===== config.mk =====
export PLATFORM = sky130hd
export DESIGN_NAME = fspp_core
export DESIGN_NICKNAME = d
export VERILOG_FILES = /design/src/rtl/fspp_pkg.sv /design/src/rtl/fspp_core.sv
export VERILOG_INCLUDE_DIRS = /design/src /design/src/rtl
export SDC_FILE = /design/constraint.sdc
export NUM_CORES = 1
export LEC_CHECK = 0
export BUFFER_PORTS_ARGS = -buffer_cell sky130_fd_sc_hd__buf_2
export CAP_MARGIN = 10
export CORE_MARGIN = 2
export CORE_UTILIZATION = 48
export CTS_CLUSTER_DIAMETER = 50
export DETAILED_ROUTE_END_ITERATION = 8
export PLACE_DENSITY_LB_ADDON = 0.12
export SYNTH_ARGS = -nofsm -noshare
export SYNTH_HDL_FRONTEND = slang
export SYNTH_SLANG_ARGS = --single-unit

===== constraint.sdc =====
create_clock -name mclk_i -period 3.3 [get_ports mclk_i]
set_input_delay 0.66 -clock mclk_i [delete_from_list [all_inputs] [get_ports mclk_i]]
set_output_delay 0.66 -clock mclk_i [all_outputs]
set_load 0.005 [all_outputs]

===== src/rtl/fspp_map.svh =====
/*
 Constants for the flash self-programming protection block.
 Assumes inclusion once per compile unit; guarded against repeats.
*/
`ifndef FSPP_MAP_SVH
`define FSPP_MAP_SVH
`define FSPP_LOCK_RESET 2'h3
`define FSPP_GEN_RESET 2'h3
`define FSPP_FUSE_RESET 1'h1
`define FSPP_RESET_VEC_APP 16'h0000
`define FSPP_PAGE_LSB 7
`define FSPP_PTR_EXT_LSB 16
`define FSPP_LOCK_UPPER 1
`define FSPP_LOCK_LOWER 0
`endif


===== src/rtl/fspp_pkg.sv =====
/*
 Types shared by the flash self-programming protection block.
 Assumes a SystemVerilog compile including fspp_map.svh where needed.
*/
package fspp_pkg;
	typedef struct packed {
		logic [7:0] ext;
		logic [7:0] high;
		logic [7:0] low;
	} fspp_ptr_t;
	typedef struct packed {
		logic [1:0] app_lock;
		logic [1:0] loader_lock;
	} fspp_locks_t;
	typedef enum logic [1:0] {
		FSPP_IDLE,
		FSPP_BUSY
	} fspp_state_t;
	typedef struct packed {
		fspp_locks_t locks;
		logic [23:0] op_addr;
		fspp_state_t st;
		logic wr_en;
		logic rd_ok;
		logic hi_byte;
		logic irq_block;
		logic [15:0] reset_vec;
		logic started;
		logic loader_fuse;
	} fspp_regs_t;
endpackage : fspp_pkg


===== src/rtl/fspp_core.sv =====
/*
 Protection decision for self-programming stores and program-memory loads.
 Assumes the core presents one request per cycle and holds operations to
 one cycle pulses; flash sequencing itself lies outside.
*/
`include "fspp_map.svh"
`timescale 1ns/1ps
`default_nettype none
module fspp_core #(
	parameter logic HAS_EXT = 1'b1,
	parameter logic [15:0] LOADER_START = 16'hF000
) (
	input wire logic mclk_i,
	input wire logic rst_b_i,
	input wire fspp_pkg::fspp_ptr_t ptr_i,
	input wire logic store_program_memory_op_i,
	input wire logic load_program_memory_op_i,
	input wire logic exec_in_loader_i,
	input wire logic vectors_in_loader_i,
	input wire logic [1:0] general_lock_i,
	input wire logic lock_set_i,
	input wire fspp_pkg::fspp_locks_t lock_data_i,
	input wire logic chip_erase_i,
	input wire logic ext_fuse_wr_i,
	input wire logic loader_reset_fuse_i,
	input wire logic op_done_i,
	output logic store_grant_o,
	output logic load_grant_o,
	output logic byte_select_bit_o,
	output logic [23:0] op_addr_o,
	output logic [15:0] page_o,
	output logic [6:0] word_in_page_o,
	output logic irq_block_o,
	output logic [15:0] reset_vec_o,
	output logic busy_o
);
	import fspp_pkg::*;

	fspp_regs_t r;
	fspp_regs_t next_r;
	logic [23:0] ptr_full;
	logic [22:0] word_addr;
	logic tgt_loader;
	logic app_wr_block;
	logic app_rd_block;
	logic ldr_wr_block;
	logic ldr_rd_block;
	logic gen_wr_block;
	logic gen_rd_block;
	logic wr_ok;
	logic rd_ok;

	always_comb begin
		ptr_full = {(HAS_EXT ? ptr_i.ext : 8'h00), ptr_i.high, ptr_i.low};
		word_addr = ptr_full[23:1];
		tgt_loader = (word_addr[15:0] >= LOADER_START) ||
			(word_addr[22:16] != 7'h00);
		app_wr_block = !r.locks.app_lock[`FSPP_LOCK_LOWER];
		app_rd_block = !r.locks.app_lock[`FSPP_LOCK_UPPER];
		ldr_wr_block = !r.locks.loader_lock[`FSPP_LOCK_LOWER];
		ldr_rd_block = !r.locks.loader_lock[`FSPP_LOCK_UPPER];
		gen_wr_block = (general_lock_i != `FSPP_GEN_RESET);
		gen_rd_block = (general_lock_i == 2'h0);
		wr_ok = exec_in_loader_i && !gen_wr_block &&
			!(tgt_loader ? ldr_wr_block : app_wr_block);
		rd_ok = !gen_rd_block &&
			!(exec_in_loader_i && !tgt_loader && app_rd_block) &&
			!(!exec_in_loader_i && tgt_loader && ldr_rd_block);
		// Grants are one-cycle pulses, cleared unless set again below
		next_r = r;
		next_r.wr_en = 1'b0;
		next_r.rd_ok = 1'b0;
		if (chip_erase_i) begin
			next_r.locks = {`FSPP_LOCK_RESET, `FSPP_LOCK_RESET};
		end else if (lock_set_i && exec_in_loader_i) begin
			next_r.locks = r.locks & lock_data_i;
		end
		if (ext_fuse_wr_i) begin
			next_r.loader_fuse = loader_reset_fuse_i;
		end
		// Fuse caught on the first clock after reset release
		if (!r.started) begin
			next_r.started = 1'b1;
			next_r.loader_fuse = loader_reset_fuse_i;
		end
		next_r.reset_vec = next_r.loader_fuse ? `FSPP_RESET_VEC_APP :
			LOADER_START;
		case (r.st)
			FSPP_IDLE: begin
				if (store_program_memory_op_i && wr_ok) begin
					next_r.op_addr = ptr_full;
					next_r.wr_en = 1'b1;
					next_r.st = FSPP_BUSY;
				end
			end
			FSPP_BUSY: begin
				if (op_done_i) begin
					next_r.st = FSPP_IDLE;
				end
			end
			default: next_r.st = FSPP_IDLE;
		endcase
		// Loads skip the idle test: they never touch the latched address
		if (load_program_memory_op_i && rd_ok) begin
			next_r.rd_ok = 1'b1;
			next_r.hi_byte = ptr_full[0];
		end
		// Registered locks: the hold-off lags a lock change by one cycle
		next_r.irq_block =
			(!exec_in_loader_i && vectors_in_loader_i && app_rd_block) ||
			(exec_in_loader_i && !vectors_in_loader_i && ldr_rd_block);
	end

	always_ff @(posedge mclk_i or negedge rst_b_i) begin
		if (!rst_b_i) begin
			r <= '0;
			r.locks <= {`FSPP_LOCK_RESET, `FSPP_LOCK_RESET};
			r.loader_fuse <= `FSPP_FUSE_RESET;
			r.reset_vec <= `FSPP_RESET_VEC_APP;
			r.st <= FSPP_IDLE;
		end else begin
			r <= next_r;
		end
	end

	assign store_grant_o = r.wr_en;
	assign load_grant_o = r.rd_ok;
	assign byte_select_bit_o = r.hi_byte;
	assign op_addr_o = r.op_addr;
	assign page_o = r.op_addr[23:8];
	assign word_in_page_o = r.op_addr[`FSPP_PAGE_LSB:1];
	assign irq_block_o = r.irq_block;
	assign reset_vec_o = r.reset_vec;
	assign busy_o = (r.st == FSPP_BUSY);

	gen_lock_block_a: assert property (@(posedge mclk_i) disable iff (!rst_b_i)
		store_program_memory_op_i && general_lock_i != 2'h3 |=> !store_grant_o)
		else $error("store granted under general lock");
	read_lock_a: assert property (@(posedge mclk_i) disable iff (!rst_b_i)
		load_program_memory_op_i && general_lock_i == 2'h0 |=> !load_grant_o)
		else $error("load granted under read lock");
	app_store_block_a: assert property (@(posedge mclk_i)
		disable iff (!rst_b_i)
		!r.locks.app_lock[0] && !tgt_loader && store_program_memory_op_i
		|=> !store_grant_o) else $error("app store not blocked");
	ldr_store_block_a: assert property (@(posedge mclk_i)
		disable iff (!rst_b_i)
		!r.locks.loader_lock[0] && tgt_loader && store_program_memory_op_i
		|=> !store_grant_o) else $error("loader store not blocked");
	app_read_deny_a: assert property (@(posedge mclk_i) disable iff (!rst_b_i)
		!r.locks.app_lock[1] && exec_in_loader_i && !tgt_loader &&
		load_program_memory_op_i |=> !load_grant_o)
		else $error("app read not denied");
	ldr_read_deny_a: assert property (@(posedge mclk_i) disable iff (!rst_b_i)
		!r.locks.loader_lock[1] && !exec_in_loader_i && tgt_loader &&
		load_program_memory_op_i |=> !load_grant_o)
		else $error("loader read not denied");
	app_store_inert_a: assert property (@(posedge mclk_i)
		disable iff (!rst_b_i)
		!exec_in_loader_i |=> !store_grant_o)
		else $error("store from application took effect");
	addr_latch_hold_a: assert property (@(posedge mclk_i)
		disable iff (!rst_b_i)
		busy_o && $past(busy_o) |-> $stable(op_addr_o))
		else $error("latched address moved during operation");
	lock_no_clear_a: assert property (@(posedge mclk_i) disable iff (!rst_b_i)
		!chip_erase_i |=> (r.locks & ~$past(r.locks)) == 4'h0)
		else $error("lock bit cleared without chip erase");
	byte_sel_a: assert property (@(posedge mclk_i) disable iff (!rst_b_i)
		load_program_memory_op_i && rd_ok |=> byte_select_bit_o ==
		$past(ptr_full[0])) else $error("byte select wrong");
	open_mode_a: assert property (@(posedge mclk_i) disable iff (!rst_b_i)
		r.locks == 4'hF && general_lock_i == 2'h3 && exec_in_loader_i &&
		store_program_memory_op_i && r.st == FSPP_IDLE |=> store_grant_o)
		else $error("store refused with no locks");

	// Refusals are silent, so only a missing grant can be observed
	// Request checks look one edge after the request, where results settle; vec_select_a, page_split_a and busy_on_a hold in the same cycle

	irq_app_a: assert property (@(posedge mclk_i) disable iff (!rst_b_i)
		!exec_in_loader_i && vectors_in_loader_i &&
		!r.locks.app_lock[1] |=> irq_block_o)
		else $error("interrupts not held off in application");

	irq_ldr_a: assert property (@(posedge mclk_i) disable iff (!rst_b_i)
		exec_in_loader_i && !vectors_in_loader_i &&
		!r.locks.loader_lock[1] |=> irq_block_o)
		else $error("interrupts not held off in loader");

	irq_open_a: assert property (@(posedge mclk_i) disable iff (!rst_b_i)
		r.locks == 4'hF |=> !irq_block_o)
		else $error("interrupts held off with no locks");

	vec_select_a: assert property (@(posedge mclk_i) disable iff (!rst_b_i)
		reset_vec_o == (r.loader_fuse ? `FSPP_RESET_VEC_APP : LOADER_START))
		else $error("reset vector does not follow fuse");

	fuse_hold_a: assert property (@(posedge mclk_i) disable iff (!rst_b_i)
		r.started && !ext_fuse_wr_i |=>
		r.loader_fuse == $past(r.loader_fuse))
		else $error("fuse changed without programmer");

	ldr_open_a: assert property (@(posedge mclk_i) disable iff (!rst_b_i)
		r.locks.loader_lock == 2'h3 && tgt_loader && exec_in_loader_i &&
		general_lock_i == 2'h3 && store_program_memory_op_i &&
		r.st == FSPP_IDLE |=> store_grant_o)
		else $error("loader store refused with open pair");

	page_split_a: assert property (@(posedge mclk_i) disable iff (!rst_b_i)
		page_o == op_addr_o[23:8] && word_in_page_o == op_addr_o[7:1])
		else $error("page split wrong");

	addr_capture_a: assert property (@(posedge mclk_i)
		disable iff (!rst_b_i)
		store_program_memory_op_i && wr_ok && r.st == FSPP_IDLE |=>
		op_addr_o == {(HAS_EXT ? $past(ptr_i.ext) : 8'h00),
		$past(ptr_i.high), $past(ptr_i.low)})
		else $error("latched address not the pointer");

	load_refuse_a: assert property (@(posedge mclk_i) disable iff (!rst_b_i)
		load_program_memory_op_i && !rd_ok |=> !load_grant_o)
		else $error("refused load granted");

	erase_restore_a: assert property (@(posedge mclk_i)
		disable iff (!rst_b_i)
		chip_erase_i |=> r.locks == 4'hF)
		else $error("chip erase left a lock bit");

	lock_and_a: assert property (@(posedge mclk_i) disable iff (!rst_b_i)
		lock_set_i && exec_in_loader_i && !chip_erase_i |=>
		r.locks == ($past(r.locks) & $past(lock_data_i)))
		else $error("lock pairs not programmed apart");

	grant_pulse_a: assert property (@(posedge mclk_i) disable iff (!rst_b_i)
		store_grant_o |=> !store_grant_o)
		else $error("store grant longer than a cycle");

	busy_on_a: assert property (@(posedge mclk_i) disable iff (!rst_b_i)
		store_grant_o |-> busy_o)
		else $error("granted store not busy");

	busy_refuse_a: assert property (@(posedge mclk_i) disable iff (!rst_b_i)
		busy_o |=> !store_grant_o)
		else $error("store granted while busy");

	busy_free_a: assert property (@(posedge mclk_i) disable iff (!rst_b_i)
		busy_o && op_done_i |=> !busy_o)
		else $error("busy not freed by completion");

	load_open_a: assert property (@(posedge mclk_i) disable iff (!rst_b_i)
		load_program_memory_op_i && general_lock_i == 2'h3 &&
		r.locks == 4'hF |=> load_grant_o)
		else $error("load refused with no locks");

	ldr_load_free_a: assert property (@(posedge mclk_i)
		disable iff (!rst_b_i)
		load_program_memory_op_i && general_lock_i != 2'h0 && tgt_loader &&
		r.locks.loader_lock == 2'h3 |=> load_grant_o)
		else $error("loader load refused with open pair");

	app_load_free_a: assert property (@(posedge mclk_i)
		disable iff (!rst_b_i)
		load_program_memory_op_i && general_lock_i != 2'h0 && !tgt_loader &&
		r.locks.app_lock == 2'h3 |=> load_grant_o)
		else $error("app load refused with open pair");

	wr_lock_two_a: assert property (@(posedge mclk_i) disable iff (!rst_b_i)
		store_program_memory_op_i && general_lock_i == 2'h2
		|=> !store_grant_o)
		else $error("store granted under write lock");

	rw_lock_store_a: assert property (@(posedge mclk_i)
		disable iff (!rst_b_i)
		store_program_memory_op_i && general_lock_i == 2'h0
		|=> !store_grant_o)
		else $error("store granted under read/write lock");
endmodule : fspp_core
`default_nettype wire


==> metrics.txt, run 1 <==
Die Span Y 68.3 um; synth cell count leaders buf_4 (63), dfrtp_1 (31), mux2_4 (18), mux2_2 (7), o21ai_0 (6); cell count after placement 252; gp weighted congestion 0.724; die width 68.3 um; R2R cell count 5; sequential area share after synthesis 45.7%; Worst-path clk slew 70 ps; period utilization 67.5%; core area 0.00400 mm^2; worst vdd ir 0.265 mV; clock sinks 36; HPWL after detailed placement 2580 um; Layout Nets 250; hold-fix buffers at CTS 0; sequential cell area 907 um^2; FP Rows 23; #FFs+latches synth 36; Critical Path AT 2390 ps; Final Setup Violations 0; fmax 449 MHz; detailed-route via count 1142; CP max FO 11; YS warnings 0; Total Wirelength 3210 um; Crit-path slowest cell mux2i_4; GRT Total Usage 14.4%; H-tree level count 2; setup TNS 0 ps; Max transition margin 49.5%; Worst setup EP type flip-flop; Hold Crit Class primary input to async pin; Setup Skew 2.48 ps; unrepaired setup endpoints after global routing false; clk buf depth 2; met3 usage 5.10%; Syn Std Cell Area 0.00198 mm^2; r2r startpoint r[22]$_DFFE_PN0P_; final worst setup slack 1070 ps; number of flops mapped to enable cells by yosys 0; Residual DRC 0; Top Usage Layer GRT met2; root buffer cell clkbuf_8; Setup crit start kind primary input; wire per inst 12.4 um; CP Cell Sequence buf_2, nor4_2, nand3_2, mux2i_4, buf_4, mux2_4; vias per inst 4.39; post-synth top area cell dfrtp_1; initial core utilization 49.6%; met1 Use GR 16.2%; share of the synthesized area in the top cell type 39.1%; P_leak 1.17 nW; vias in the first global route 1056; Clk Latency, worst-skew pair 280 ps; CTS resizes 0; IO Port Bufs 96; CTS tree done; Pre-Repair DR Iteration Count 2; critical path type primary input to flip-flop; worst setup path start ptr_i[18]; count leader, synth buf_4; diode count 0; crit-path max cell delay 450 ps; pwr dens 577 mW/mm^2; Final min period 2230 ps; grt total ovfl 0; outcome finished clean; synthesis-to-layout area growth 8.83%; multi-input combinational cell area 589 um^2; Worst EP required 3470 ps; Layout Utilization 54.0%; Mapped Cells 159; initial antenna violation count 0; I/O Pins 109; Max Transition Viols Final 0; global-route wire length before repair 4880 um; Netlist cell types 24; ys async rst share 100%; CTS Buf Count 5; Post-DRT Antenna Nets 0; met2 Use GR 24.9%; Layout fillers 368; largest net degree at the start of global routing 37; fraction of layout cells with a size suffix above 1 66.2%; synth top area cells dfrtp_1 (39%), buf_4 (24%), mux2_4 (14%), dfstp_2 (6.6%), mux2_2 (4.0%); die area 0.00466 mm^2; Final Hold Vio Count 0; Synth Flop Type dfrtp_1; worst-margin pin slew 757 ps; pre-CTS setup slack 721 ps; final std cells w/o fill 260; First DRT Iteration DRCs 27; max-cap check violation count 0; postcts setup bufs 0; mean post-synth cell area 12.5 um^2
## worst max-delay path, delay by kind of cell
family / cells / cell delay (ps)
and+or+nand+nor: 2 / 530
muxes: 2 / 770
buffers and inverters: 2 / 420
## where the power goes
group	internal [mW]	switching, mW
sequential	0.532	0.0567
combinational	0.219	0.129
clock	0.166	0.143
total	0.918	0.328
## flip-flops by register name, indices dropped and copies added (netlist names)
name,count
op_addr_o,24
irq_block_o,1
r,7
store_grant_o,1
load_grant_o,1
byte_select_bit_o,1
reset_vec_o,1
## logic make-up after synthesis
logic type             count (synthesis)  synth area share [%]
AO/OA/AOI/OAI                          9                  2.65
multiplexers                          28                  19.7
buffers and inverters                 69                  26.6
AND/OR/NAND/NOR                       15                  4.86
other                                  2                 0.379
flip-flops                            36                  45.7
## metrics by stage
stage / area [um^2] / hold slack, ps / power [mW]
6_report: 2160 / 448 / 1.25
5_1_grt: 2160 / 512 / 1.34
4_1_cts: 2160 / 477 / 1.27
3_5_place_dp: 2070 / 479 / 0.954
3_3_place_gp: 2070 / 477 / 0.945
2_1_floorplan: 2020 / 364 / 0.968
## cell type report
cell class              count  share of cell area, %
clock buffers               6                   3.83
clock inverters             2                  0.464
inverters                   3                  0.522
multi-input cells          65                   27.3
flip-flops and latches     36                   42.0
well taps                  50                   2.90
repair buffers             98                   23.0
## final timing paths
kind,endpoint,slack [ps]
setup / recovery,op_addr_o[5]$_DFFE_PN0P_,1070
min in group mclk_i,r[50]$_DFFE_PN1P_,480
hold reg to reg,r[50]$_DFFE_PN1P_,480
max in group asynchronous,op_addr_o[12]$_DFFE_PN0P_,2370
setup reg to reg,op_addr_o[5]$_DFFE_PN0P_,1340
hold / removal,op_addr_o[19]$_DFFE_PN0P_,450
## metal layers
metal	vias up	wire, um
li1	541	-
met1	545	1270
met2	52	1650
met3	4	260
met4	0	33
met5	-	0
## cell usage in the layout, fill, tap and decap left out
cell,count
o21a_1,1
nor2_1,1
o31ai_1,1
nand4_1,1
nand2_1,2
nor4_2,1
dfrtp_1,31
mux2_2,7
mux2i_1,2
buf_4,2
nand2b_1,5
mux2i_4,1
dfstp_2,5
clkinv_2,2
conb_1,13
nand3_1,2
nor3_1,1
and4b_1,1
o21ai_0,6
a21o_1,1
mux2_4,18
clkbuf_8,6
buf_2,96
nand3_2,1
inv_1,3
Note: power is estimated with default switching activity, not from simulation.
==> run 2, diff against run 1 <==
--- a/config.mk
+++ b/config.mk
@@ -9,7 +9,7 @@
 export BUFFER_PORTS_ARGS = -buffer_cell sky130_fd_sc_hd__buf_2
 export CAP_MARGIN = 10
 export CORE_MARGIN = 2
-export CORE_UTILIZATION = 48
+export CORE_UTILIZATION = 44
 export CTS_CLUSTER_DIAMETER = 50
 export DETAILED_ROUTE_END_ITERATION = 8
 export PLACE_DENSITY_LB_ADDON = 0.12
==> constraint.sdc (replaced) <==
create_clock -name mclk_i -period 2.05 [get_ports mclk_i]
set_input_delay 0.41 -clock mclk_i [delete_from_list [all_inputs] [get_ports mclk_i]]
set_output_delay 0.41 -clock mclk_i [all_outputs]
set_load 0.005 [all_outputs]
==> run 2 against run 1 <==
Count of clock-buffer cells in the layout increased by 2. Critical endpoint is now op_addr_o[7]$_DFFE_PN0P_. Sequential power up 61%. Utilization decreased by 4.1 points. Power up 61%. Sequential cell count is the same. Routed wire length down 0.40%. Clock power grew 61%. Final cell count grew 0.77%. Via count is 0.53% higher. Global-route usage is 1.8 points lower. Highest routed layer unchanged.
==> metrics.txt, run 2 (same netlist as run 1, synthesis figures left out) <==
outcome finished clean; Max Transition Viols Final 0; HPWL after detailed placement 2540 um; First DRT Iteration DRCs 55; grt total ovfl 0; stages on the worst setup path 5; fmax 598 MHz; diode count 0; unrepaired setup endpoints after global routing false; worst-margin pin slew 778 ps; CP max FO 10; H-tree level count 2; Hold Crit Class primary input to async pin; clk buf depth 2; Setup crit start kind flip-flop; worst vdd ir 0.425 mV; I/O Pins 109; core area 0.00435 mm^2; synthesis-to-layout area growth 9.46%; setup TNS 0 ps; die width 71.1 um; CTS resizes 0; root buffer cell clkbuf_8; Critical Path AT 1830 ps; r2r startpoint r[22]$_DFFE_PN0P_; Post-DRT Antenna Nets 0; max reg flops 24; Worst-path clk slew 70 ps; Final Hold Vio Count 0; max-cap check violation count 0; Clk Latency, worst-skew pair 280 ps; Final Setup Violations 0; most frequent cells in the layout buf_2 (96), dfrtp_1 (31), mux2_4 (18); postcts setup bufs 0; IO Port Bufs 96; period utilization 81.6%; Hold WS 209 ps; GRT Total Usage 12.6%; Setup Skew 4.90 ps; Worst EP required 2210 ps; R2R setup slack 380 ps; global-route wire length before repair 4960 um; Layout Nets 250; gp weighted congestion 0.730; detailed-route via count 1148; die area 0.00506 mm^2; initial core utilization 45.5%; Crit-path slowest cell dfrtp_1; crit-path max cell delay 390 ps; Max transition margin 48.1%; pwr dens 926 mW/mm^2; FP Rows 24; Worst Path Buf+Inv 1; Crit Reg-Reg Endpoint op_addr_o[7]$_DFFE_PN0P_; Total Wirelength 3200 um; initial antenna violation count 0; wire per inst 12.2 um; R2R cell count 5; most common cell after layout, fill and taps aside buf_2; clock sinks 36; Worst setup EP type flip-flop; Pre-Repair DR Iteration Count 4; CP Cell Sequence and4b_1, nand3_1, mux2i_4, buf_4, mux2_4; CTS tree done; vias per inst 4.38; Final min period 1670 ps; fraction of layout cells with a size suffix above 1 65.2%; critical path type flip-flop to flip-flop; delay-heaviest family, CP multiplexers; Residual DRC 0; P_leak 1.16 nW; largest net degree at the start of global routing 37; vias in the first global route 1082; CTS Buf Count 5; hold-fix buffers at CTS 0; Die Span Y 71.1 um
-- run 2: cell count changes in the layout (fill, tap and decap cells not counted) --
cell / before / now
buf_12: 0 / 1
clkinv_2: 2 / 0
buf_4: 2 / 1
clkbuf_1: 0 / 2
-- run 2: worst register-to-register path, stage by stage, from the launching register on --
cell     delay [ps]
dfrtp_1         390
and4b_1         280
nand3_1         120
mux2i_4         200
buf_4           250
mux2_4          320
-- run 2: stage by stage --
stage / cells / utilization (%) / power (mW) / setup WS, ps / cell area (um^2)
floorplan: 170 / - / 1.56 / 255 / 2020
global placement: 254 / 47.8 / 1.52 / 136 / 2080
detailed placement: 254 / 47.8 / 1.54 / 93.6 / 2080
CTS: 262 / 49.9 / 2.05 / 361 / 2170
global route: 262 / 49.9 / 2.14 / 285 / 2170
finish: 262 / 49.9 / 2.01 / 378 / 2170
-- run 2: power by group --
group | leakage [nW] | switching, mW | internal (mW) | total, mW
combinational | 0.687 | 0.206 | 0.354 | 0.560
sequential | 0.431 | 0.0936 | 0.857 | 0.951
clock | 0.0455 | 0.225 | 0.274 | 0.499
-- run 2: how the worst max path moves through the flow --
stage	from	slack (ps)	endpoint
floorplan	ptr_i[18]	250	op_addr_o[0]$_DFFE_PN0P_
global placement	ptr_i[18]	140	op_addr_o[10]$_DFFE_PN0P_
detailed placement	ptr_i[18]	90	op_addr_o[7]$_DFFE_PN0P_
CTS	r[22]$_DFFE_PN0P_	360	op_addr_o[7]$_DFFE_PN0P_
global route	r[22]$_DFFE_PN0P_	290	op_addr_o[3]$_DFFE_PN0P_
finish	r[22]$_DFFE_PN0P_	380	op_addr_o[7]$_DFFE_PN0P_
-- run 2: layout make-up --
type | count | area [um^2]
multi-input cells | 65 | 589
clock buffers | 8 | 90.1
well taps | 52 | 65.1
inverters | 3 | 11.3
fillers | 418 | 2180
repair buffers | 98 | 508
flip-flops and latches | 36 | 907
-- run 2: routing by layer --
| layer | GRT usage, % | vias up | routed length (um) |
|---|---|---|---|
| li1 | - | 546 | - |
| met1 | 14.4 | 545 | 1340 |
| met4 | 3.77 | 0 | 16 |
| met2 | 21.1 | 55 | 1580 |
| met3 | 5.98 | 2 | 265 |
| met5 | 0 | - | 0 |
